--- src/hw/mem_map_pkg.sv ---
// Constants, field layout and mode encoding for the memory map and mode block
package mem_map_pkg;

    // Register byte addresses on the bus
    localparam logic [15:0] PRIO_MISC_OFFSET   = 16'h103c;
    localparam logic [15:0] MODE_STATUS_OFFSET = 16'h1040;

    // Field positions in mode_and_priority_misc
    localparam int BOOT_BIT = 7;
    localparam int SPECIAL_MODE_FLAG_BIT = 6;
    localparam int MDA_BIT  = 5;
    localparam int RV_BIT   = 4;
    localparam int PSEL_LSB = 0;
    localparam int PSEL_W   = 4;

    // Reset values
    localparam logic [3:0] PSEL_RESET    = 4'h6;
    localparam logic [3:0] EE_SEL_RESET  = 4'hf;

    // Fixed windows
    localparam logic [15:0] BOOT_ROM_LO  = 16'hbf00;
    localparam logic [15:0] BOOT_ROM_HI  = 16'hbfff;
    localparam logic [15:0] SMALL_EE_LO  = 16'hb600;
    localparam logic [15:0] SMALL_EE_HI  = 16'hb7ff;
    localparam int          BIG_EE_HALF  = 11;
    localparam logic [15:0] ROM_BASE_DEF = 16'hd000;

    // Reset vector blocks
    localparam logic [15:0] VEC_NORMAL   = 16'hfffa;
    localparam logic [15:0] VEC_SPECIAL  = 16'hbffa;

    // Operating modes, one-hot
    typedef enum logic [3:0]
    {
        MODE_SINGLE   = 4'b0001,
        MODE_EXPANDED = 4'b0010,
        MODE_BOOT     = 4'b0100,
        MODE_TEST     = 4'b1000
    } mode_e;

endpackage

--- src/hw/memory_map_and_mode_select.sv ---
// Mode strap capture, resource decode and the mode/priority register
//
// Notes on behaviour
// - Register block beats RAM, RAM beats ROM at a shared address.
// - Only the winning resource is selected on an overlapping access.
// - Boot ROM decodes at BF00-BFFF while boot_rom_enable and special_mode_flag are both set.
// - Expanded modes enable program ROM only when rom_enable_cfg is set.
// - Single-chip and bootstrap always enable program ROM out of reset.
// - Small EEPROM sits fixed at B600-B7FF.
// - Large EEPROM defaults to F800-FFFF, movable to any 4K boundary.
// - eeprom_base_select is the top nibble; window covers x800-xFFF.
// - Mode pins are sampled only at reset; later changes ignored.
// - Mode-dependent register reset values follow the mode caught at reset.
// - special_mode_flag loads the inverse of mode_pin_b.
// - mode_select_a_flag loads the level of mode_pin_a.
// - Reset vectors at FFFA-FFFF normally, BFFA-BFFF in special modes.
// - Fetch marker pulls low the cycle after the first cycle of each instruction.
// - In special modes both mode flags are writable; always readable.
// - In normal modes mode_select_a_flag takes only the first write.
// - special_mode_flag once cleared cannot be set again.
// - boot_rom_enable writable only in special modes, acts while flag set.
// - read_visibility_or_clock_off takes exactly one write after reset.
// - Visibility bit resets to 1 in test mode, else 0.
// - Expanded/test: bit set drives internal reads onto external bus.
// - Single-chip/bootstrap: bit clear drives bus clock out, set holds low.

`timescale 1ns/10ps

module memory_map_and_mode_select
#(
    parameter bit          LARGE_EEPROM = 1'b0,
    parameter logic [15:0] ROM_BASE     = mem_map_pkg::ROM_BASE_DEF
)
(
    // Clock and reset
    input  wire logic        clock,
    input  wire logic        rstn,
    // Wishbone slave
    input  wire logic [15:0] wb_adr_i,
    input  wire logic [31:0] wb_dat_i,
    input  wire logic [3:0]  wb_sel_i,
    input  wire logic        wb_we_i,
    input  wire logic        wb_cyc_i,
    input  wire logic        wb_stb_i,
    output logic      [31:0] wb_dat_o,
    output logic             wb_ack_o,
    // Strap pins and shared marker pin
    input  wire logic        mode_pin_a,
    input  wire logic        mode_pin_b,
    output logic             instruction_fetch_marker_out,
    output logic             instruction_fetch_marker_oe,
    // Startup configuration latches
    input  wire logic        rom_enable_cfg,
    input  wire logic [3:0]  eeprom_base_select,
    // Core access to decode
    input  wire logic [15:0] cpu_addr,
    input  wire logic        cpu_access,
    input  wire logic        reg_block_hit,
    input  wire logic        ram_hit,
    input  wire logic        instr_first_cycle,
    input  wire logic        bus_clock_phase,
    // Resource selects, one-hot, one cycle after the address
    output logic             sel_reg_block,
    output logic             sel_ram,
    output logic             sel_boot_rom,
    output logic             sel_eeprom,
    output logic             sel_program_rom,
    output logic             sel_external,
    // Mode outputs
    output logic      [15:0] reset_vector_addr,
    output logic      [3:0]  priority_select,
    output logic             read_visibility_drive,
    output logic             bus_clock_pin
);
    import mem_map_pkg::*;

    // Strap synchronisers run through reset so they hold the pin level
    logic       strap_a_meta;
    logic       strap_a_sync;
    logic       strap_b_meta;
    logic       strap_b_sync;
    logic       captured;
    mode_e      mode;
    mode_e      next_mode;
    logic       rom_on;
    logic       special_mode_flag;
    logic       mode_select_a_flag;
    logic       boot_rom_enable;
    logic       read_visibility_or_clock_off;
    logic       mda_written;
    logic       rv_written;
    logic [7:0] prio_misc;
    logic [7:0] wdata;
    logic       bus_req;
    logic       prio_hit;
    logic       status_hit;
    logic       prio_write;
    logic       in_boot;
    logic       in_small_ee;
    logic       in_big_ee;
    logic       in_eeprom;
    logic       in_rom;
    logic       single_or_boot;

    always_ff @(posedge clock)
    begin
        strap_a_meta <= mode_pin_a;
        strap_a_sync <= strap_a_meta;
        strap_b_meta <= mode_pin_b;
        strap_b_sync <= strap_b_meta;
    end

    always_comb
    begin
        unique case ({strap_b_sync, strap_a_sync})
            2'b10:   next_mode = MODE_SINGLE;
            2'b11:   next_mode = MODE_EXPANDED;
            2'b00:   next_mode = MODE_BOOT;
            default: next_mode = MODE_TEST;
        endcase
    end

    // Caught on the first edge after release, never again
    always_ff @(posedge clock or negedge rstn)
    begin
        if (!rstn)
        begin
            captured <= 1'b0;
            mode     <= MODE_SINGLE;
        end
        else if (!captured)
        begin
            captured <= 1'b1;
            mode     <= next_mode;
        end
    end

    assign single_or_boot = (mode == MODE_SINGLE) || (mode == MODE_BOOT);

    always_ff @(posedge clock or negedge rstn)
    begin
        if (!rstn)
            rom_on <= 1'b0;
        else if (!captured)
            rom_on <= (next_mode == MODE_SINGLE) || (next_mode == MODE_BOOT)
                      || rom_enable_cfg;
    end

    always_ff @(posedge clock or negedge rstn)
    begin
        if (!rstn)
            reset_vector_addr <= VEC_NORMAL;
        else if (!captured)
            reset_vector_addr <= strap_b_sync ? VEC_NORMAL : VEC_SPECIAL;
    end

    // Bus slave
    assign bus_req    = wb_cyc_i && wb_stb_i;
    assign prio_hit   = wb_adr_i[15:2] == PRIO_MISC_OFFSET[15:2];
    assign status_hit = wb_adr_i[15:2] == MODE_STATUS_OFFSET[15:2];
    assign wdata      = wb_dat_i[7:0];
    assign prio_write = bus_req && wb_ack_o && wb_we_i && wb_sel_i[0]
                        && prio_hit && captured;

    always_ff @(posedge clock or negedge rstn)
    begin
        if (!rstn)
            wb_ack_o <= 1'b0;
        else
            wb_ack_o <= bus_req && !wb_ack_o;
    end

    assign prio_misc = {boot_rom_enable, special_mode_flag,
                        mode_select_a_flag, read_visibility_or_clock_off,
                        priority_select};

    // Unmapped addresses read zero and still get an ack
    always_ff @(posedge clock or negedge rstn)
    begin
        if (!rstn)
            wb_dat_o <= 32'h0;
        else if (bus_req && !wb_ack_o)
        begin
            if (prio_hit)
                wb_dat_o <= {24'h0, prio_misc};
            else if (status_hit)
                wb_dat_o <= {26'h0, rom_on, captured, mode};
            else
                wb_dat_o <= 32'h0;
        end
    end

    // Mode flags
    always_ff @(posedge clock or negedge rstn)
    begin
        if (!rstn)
            special_mode_flag <= 1'b0;
        else if (!captured)
            special_mode_flag <= !strap_b_sync;
        else if (prio_write)
            special_mode_flag <= wdata[SPECIAL_MODE_FLAG_BIT] && special_mode_flag;
    end

    always_ff @(posedge clock or negedge rstn)
    begin
        if (!rstn)
        begin
            mode_select_a_flag <= 1'b0;
            mda_written        <= 1'b0;
        end
        else if (!captured)
            mode_select_a_flag <= strap_a_sync;
        else if (prio_write)
        begin
            mda_written <= 1'b1;
            if (special_mode_flag || !mda_written)
                mode_select_a_flag <= wdata[MDA_BIT];
        end
    end

    always_ff @(posedge clock or negedge rstn)
    begin
        if (!rstn)
            boot_rom_enable <= 1'b0;
        else if (!captured)
            boot_rom_enable <= next_mode == MODE_BOOT;
        else if (prio_write && special_mode_flag)
            boot_rom_enable <= wdata[BOOT_BIT];
    end

    always_ff @(posedge clock or negedge rstn)
    begin
        if (!rstn)
        begin
            read_visibility_or_clock_off <= 1'b0;
            rv_written                   <= 1'b0;
        end
        else if (!captured)
            read_visibility_or_clock_off <= next_mode == MODE_TEST;
        else if (prio_write && !rv_written)
        begin
            rv_written                   <= 1'b1;
            read_visibility_or_clock_off <= wdata[RV_BIT];
        end
    end

    always_ff @(posedge clock or negedge rstn)
    begin
        if (!rstn)
            priority_select <= PSEL_RESET;
        else if (prio_write)
            priority_select <= wdata[PSEL_LSB +: PSEL_W];
    end

    // Resource decode
    assign in_boot = boot_rom_enable && special_mode_flag
                     && cpu_addr >= BOOT_ROM_LO
                     && cpu_addr <= BOOT_ROM_HI;

    assign in_small_ee = cpu_addr >= SMALL_EE_LO
                         && cpu_addr <= SMALL_EE_HI;

    // Top nibble from the select, upper half of that 4K page
    assign in_big_ee = cpu_addr[15:12] == eeprom_base_select
                       && cpu_addr[BIG_EE_HALF];

    assign in_eeprom = LARGE_EEPROM ? in_big_ee : in_small_ee;
    assign in_rom    = rom_on && cpu_addr >= ROM_BASE;

    // Registered so the selects come straight from flops
    always_ff @(posedge clock or negedge rstn)
    begin
        if (!rstn)
        begin
            sel_reg_block   <= 1'b0;
            sel_ram         <= 1'b0;
            sel_boot_rom    <= 1'b0;
            sel_eeprom      <= 1'b0;
            sel_program_rom <= 1'b0;
            sel_external    <= 1'b0;
        end
        else
        begin
            sel_reg_block   <= cpu_access && reg_block_hit;
            sel_ram         <= cpu_access && !reg_block_hit && ram_hit;
            sel_boot_rom    <= cpu_access && !reg_block_hit && !ram_hit
                               && in_boot;
            sel_eeprom      <= cpu_access && !reg_block_hit && !ram_hit
                               && !in_boot && in_eeprom;
            sel_program_rom <= cpu_access && !reg_block_hit && !ram_hit
                               && !in_boot && !in_eeprom && in_rom;
            sel_external    <= cpu_access && !reg_block_hit && !ram_hit
                               && !in_boot && !in_eeprom && !in_rom;
        end
    end

    // Open-drain marker: output level fixed low, only the enable moves
    always_ff @(posedge clock or negedge rstn)
    begin
        if (!rstn)
        begin
            instruction_fetch_marker_out <= 1'b0;
            instruction_fetch_marker_oe  <= 1'b0;
        end
        else
        begin
            instruction_fetch_marker_out <= 1'b0;
            instruction_fetch_marker_oe  <= captured && instr_first_cycle;
        end
    end

    always_ff @(posedge clock or negedge rstn)
    begin
        if (!rstn)
        begin
            read_visibility_drive <= 1'b0;
            bus_clock_pin         <= 1'b0;
        end
        else
        begin
            read_visibility_drive <= !single_or_boot && captured
                                     && read_visibility_or_clock_off;
            bus_clock_pin         <= (!single_or_boot
                                      || !read_visibility_or_clock_off)
                                     && bus_clock_phase;
        end
    end

endmodule

--- config.mk ---
export PLATFORM = sky130hd
export DESIGN_NAME = memory_map_and_mode_select
export DESIGN_NICKNAME = d
export VERILOG_FILES = /design/src/hw/mem_map_pkg.sv /design/src/hw/memory_map_and_mode_select.sv
export SDC_FILE = /design/constraint.sdc
export NUM_CORES = 1
export LEC_CHECK = 0
export ABC_AREA = 1
export BUFFER_PORTS_ARGS = -buffer_cell sky130_fd_sc_hd__buf_2
export CAP_MARGIN = 20
export CORE_MARGIN = 2
export CORE_UTILIZATION = 41
export DETAILED_ROUTE_END_ITERATION = 16
export PLACE_DENSITY_LB_ADDON = 0.12
export RECOVER_POWER = 100
export SLEW_MARGIN = 20
export SYNTH_ARGS = -nofsm -noshare
export SYNTH_HDL_FRONTEND = slang
export SYNTH_SLANG_ARGS = --single-unit
--- constraint.sdc ---
create_clock -name clock -period 1.39 [get_ports clock]
set_clock_uncertainty 0.2 [all_clocks]
set_input_delay 0.417 -clock clock [delete_from_list [all_inputs] [get_ports clock]]
set_output_delay 0.417 -clock clock [all_outputs]
set_load 0.005 [all_outputs]
== Word level (Yosys, flattened, before mapping) ==
Cells that the tools add are included.

* $lt $le $gt $ge: 5
* Eq/ne operators: 13
* Mux-type cells: 13
* Reductions and logical operators: 49

{| class="wikitable"
|+ Operators by type and width
! operator !! count
|-
| 16-bit greater-or-equal comparator (second input constant) || 3
|-
| 16-bit less-or-equal comparator (second input constant) || 2
|-
| 1-bit logical AND || 29
|-
| 14-bit by 11-bit == test with 1-bit output (second input constant) || 2
|-
| 15-bit 2-to-1 mux || 1
|-
| 4-bit case mux with 3 select lines || 1
|-
| 1-bit logical NOT || 11
|-
| 1-bit 2-to-1 mux || 9
|-
| 4-bit by 1-bit == test with 1-bit output (second input constant) || 2
|-
| 4-bit by 3-bit == test with 1-bit output (second input constant) || 2
|-
| 8-bit 2-to-1 mux || 1
|-
| 2-bit by 1-bit != test with 1-bit output (second input constant) || 4
|-
| 6-bit 2-to-1 mux || 1
|-
| 2-bit AND reduction || 3
|-
| 1-bit logical OR || 5
|-
| 2-bit == test (second input constant) || 2
|-
| 4-bit == test (second input constant) || 1
|-
| 2-bit logical NOT || 1
|}

* Register bits: 78
* Output and inout bits: 63
* Logic and storage cells: 106

== Depth between registers and ports, before layout ==
* Depth in word-level cells: 9
* Depth in mapped cells: 9
* Depth with buffers taken out: 9

== Worst setup path after synthesis ==
OpenSTA, ideal clock, no wires.

* Path type: input -> register
* Start: in wb_adr_i[12]
* End: reg mda_written
* Arrival time: 1.080 ns
* Required time: 1.066 ns
* Path slack: -0.015 ns
* Stages on the path: 7
* Path through: inv_1 -> nor2_1 -> nand3_1 -> clkinv_2 -> nand4_4 -> clkinv_4 -> or2_1

* Longest elaborated chain between the ends: 4

{| class="wikitable"
|+ RTL lines
! item !! line !! text
|-
| from (decl) || memory_map_and_mode_select.sv:39 || <nowiki>input wire logic [15:0] wb_adr_i,</nowiki>
|-
| 14-bit by 11-bit == test with 1-bit output || memory_map_and_mode_select.sv:159 || <nowiki>assign prio_hit = wb_adr_i[15:2] == PRIO_MISC_OFFSET[15:2];</nowiki>
|-
| 1-bit logical AND (2 in a row) || memory_map_and_mode_select.sv:163 || <nowiki>&& prio_hit && captured;</nowiki>
|-
| 2-bit AND reduction (no source line) || - ||
|-
| to (signal assigned) || memory_map_and_mode_select.sv:209 || <nowiki>mda_written <= 1'b0;</nowiki>
|-
| to (signal assigned) || memory_map_and_mode_select.sv:215 || <nowiki>mda_written <= 1'b1;</nowiki>
|-
| to (decl) || memory_map_and_mode_select.sv:90 || <nowiki>logic mda_written;</nowiki>
|}

Every way passes these cells.
A chain may end at the register's enable or synchronous reset.

== Worst setup path after layout ==
* Start: reg priority_select[1]
* End: out priority_select[1]

{| class="wikitable"
|+ RTL lines
! item !! line !! text
|-
| from (decl) || memory_map_and_mode_select.sv:71 || <nowiki>output logic [3:0] priority_select,</nowiki>
|-
| from (signal assigned) || memory_map_and_mode_select.sv:252 || <nowiki>priority_select <= wdata[PSEL_LSB +: PSEL_W];</nowiki>
|}

No word-level cell between the ends.

==> metrics list <==
- The run finished, with violations left.
- Failing checks: negative setup slack
* Number of nets in the layout: 437
- For this design the ratio of total power to cell area is 841 nW/µm².
- Cell depth of the worst setup path: 1
* Floorplan Core Area: 5070 µm²
- Hold timing on the final database bottoms out at a slack of 0.0308 ns.
- Most frequent cells after synthesis: nand2_1, buf_4, dfrtp_1, inv_1, nand3_1
- The worst register-to-register path ends at wb_dat_o[4]$_DFFE_PN0P_.
- Most frequently used flop master after synthesis: dfrtp_1
- Arrival time of the worst setup path: 0.92 ns
* Via count of the first global-routing pass: 1583
- The share of total power dissipated in sequential elements is 55.2%.
* EDFF count, synth: 0
* Root Buffer Master: clkbuf_8
- Last element of the critical path: priority_select[1]
- Once routing completed, OpenROAD measured the worst setup slack at -0.147 ns.
- DR pass1 iterations: 4
* Number of flip-flops under the largest register name: 8
- The final layout contains routed wiring with a total length of 4160 µm.
- Clock sink total: 39
* Nature of the critical path startpoint: flip-flop
- IR analysis of the VDD net gives a maximum drop of 0.681 mV.
* Number of failing hold endpoints at the final stage: 0
* R2R Path Start: captured$_DFF_PN0_
- Fraction of power spent switching nets: 25.6%
- The setup check on the worst reg-to-reg path leaves a slack of 0.02 ns.
- The synthesized design devotes to its leading area cell type 36.4% of total area.
- The die is 76.1 µm tall.
- Number of buffers on the longest clock path: 2
- The cell count after synthesis came out at 261.
- For this run, design rule violations remaining after detail routing come to 0.
- The H-tree generated during clock tree synthesis spans 2 levels.
* Critical path launch point: priority_select[1]$_DFFE_PN1P_
* Average cell area after synthesis: 8.17 µm²
* Wire length per cell after detailed routing: 9.83 µm
* Leakage dissipation: 1.59 nW
- Setup repair after global routing could not meet its margin everywhere.
- Count of cells along the worst register-to-register path: 5
- Count of final setup violators: 14
- The count of buffers added on input and output ports is 66.
- Logic gate share of total power: 11.9%
* Cells traversed along the worst timing path: buf_6
- Clock period minus worst slack: 1.54 ns
- Number of antenna diodes: 0
* Global-route total usage across every layer: 14.6%
* P_int: 0.00164 W
- Count of vias placed by the detailed router: 1728
* Max-cap check violation count: 0
- Most common cell in the netlist: nand2_1
* Power spent charging and discharging nets: 0.000563 W
* Die Span X: 76.1 µm
- Share of final-layout standard cells stronger than drive strength 1: 30.9%
- TritonCTS buffer count: 5
* GPL Wtd Cong: 0.776
- Number of synthesized register bits: 39
- Number of inserted filler cells in the final layout: 533
* First-pass GRT wire length: 6880 µm
- Die footprint: 5800 µm²
* Number of placement rows: 26
* Clock insertion delay at the later pin of the skew report: 0.28 ns
- Top-level I/O count: 148
- STA classifies the critical path endpoint as an output pin.
* Syn. warnings: 0
- Initial standard-cell utilization of the core: 42.0%
- Worst stage delay on the critical path: 0.55 ns
* Antenna violations before repair: 0
- From synthesis to final layout, the design area changed by 22.6%.
- Achievable clock frequency: 0.651 GHz
- Class of the tightest hold or removal check: primary input to flip-flop
- Ranking of synthesized cells by area: dfrtp_1, buf_4, nand2_1, nand3_1, dfstp_2
- Reg clk slew, reported paths: 0.07 ns
- Total area of multi-input combinational cells: 873 µm²
- FF+latch area: 961 µm²
- Pin count of the biggest net entering global routing: 23
* Count of final max-slew check failures: 0
* Number of distinct standard cells referenced by the synthesized netlist: 31
- After synthesis, the share of flip-flops with an asynchronous set or reset is 89.7%.
* DR iter-0 viols: 81
- On the critical path, the stage with the largest delay is an instance of dfstp_2.
- CP required: 0.77 ns
- Number of placed cells counting well taps: 402
- Library cell with the largest summed area after synthesis: dfrtp_1
- Largest registers in the final layout: wb_dat_o: 8 flops, mode: 4 flops, priority_select: 4 flops
- Detailed placement finished with a half-perimeter wire length of 3250 µm.
- The final critical path takes up 111% of the cycle.
- Crit-path leading delay family: flip-flops
- Register bank with the most flops: wb_dat_o
- Part of the total power dissipated in the clock network: 32.9%
- The detail route stage leaves a number of antenna-violating nets equal to 0.
- Vias/cell: 4.09
* Cell area after synthesis: 2130 µm²
- CTS tree: built
- Counting both buffers and inverters, the worst setup path holds a total of 1.
- In this run the worst path has a maximum fanout of 2.
- For this run the aggregate overflow at the end of global routing stands at 0.
* Critical path start-end classification: flip-flop to output pin
- WHS Path Cells: 1
- Sequential fraction of the synthesis area: 45.0%
* Post-route non-filler standard cell count: 423
- After routing, the total negative slack on setup checks comes to -0.648 ns.
- Placement Setup Slack: -0.242 ns
==> worst min-delay path by stage <==
stage                    startpoint                          end
3_5_place_dp   strap_a_meta$_DFF_P_         strap_a_sync$_DFF_P_
4_1_cts                  mode_pin_a         strap_a_meta$_DFF_P_
2_1_floorplan                  rstn  boot_rom_enable$_DFFE_PN0P_
3_3_place_gp   strap_b_meta$_DFF_P_         strap_b_sync$_DFF_P_
5_1_grt                  mode_pin_b         strap_b_meta$_DFF_P_
6_report                 mode_pin_a         strap_a_meta$_DFF_P_
==> layer usage <==
layer	vias to the layer above	GRT usage [%]	part of all wire, %
met2	60	23.9	46
met4	0	5.45	1.1
li1	905	-	-
met3	5	3.91	6.4
met1	758	18.6	46
met5	-	0	0
==> power groups by stage <==
| stage | registers, W | logic (W) | clock network (W) |
|---|---|---|---|
| after floorplan | 0.00123 | 0.000214 | 0 |
| after global placement | 0.00124 | 0.000261 | 0 |
| after detailed placement | 0.00124 | 0.000264 | 0 |
| after CTS | 0.00122 | 0.000267 | 0.000741 |
| after global routing | 0.00122 | 0.000303 | 0.000782 |
| final | 0.00121 | 0.000262 | 0.000725 |
==> cell type report <==
type,count,share of cell area (%)
sequential,39,36.7
multi-input combinational,190,33.4
timing repair buffer,88,19.2
inverter,28,4.26
tap,70,3.35
clock buffer,7,2.92
clock inverter,1,0.191
==> cells in the final DEF (no fill, tap or decap), types with 3 or more instances in the layout <==
cell,count
nor3_1,4
buf_4,18
nand2_1,79
clkbuf_8,5
nand3_1,24
inv_1,25
buf_2,62
dfxtp_1,4
dfstp_2,3
conb_1,41
nor2_1,16
clkbuf_1,5
nor2_4,3
dfrtp_1,31
==> kinds of logic (layout without fill, tap and decap cells) <==
kind of cell	count (synthesis)	in the layout	synth area share (%)
buffers and inverters	71	124	20.5
other	2	41	0.352
XOR/XNOR	1	1	0.411
AND/OR/NAND/NOR	141	141	31.7
flip-flops	39	39	45.0
AO/OA/AOI/OAI	7	7	1.99
==> what timing repair did <==
item	CTS	global route
setup endpoints to repair	17	34
hold buffers	1	0
gates resized for setup	0	8
endpoints found under the hold margin	31	0
buffers inserted	10	3
pin swaps	0	2
==> through the flow <==
step / area, µm² / total power, W / utilization [%]
detailed placement: 2440 / 0.00150 / 48.1
global route: 2620 / 0.00231 / 51.6
global placement: 2440 / 0.00150 / 48.1
CTS: 2600 / 0.00222 / 51.2
finish: 2620 / 0.00220 / 51.6
floorplan: 2280 / 0.00144 / -
Note: power is estimated with default switching activity, not from simulation.
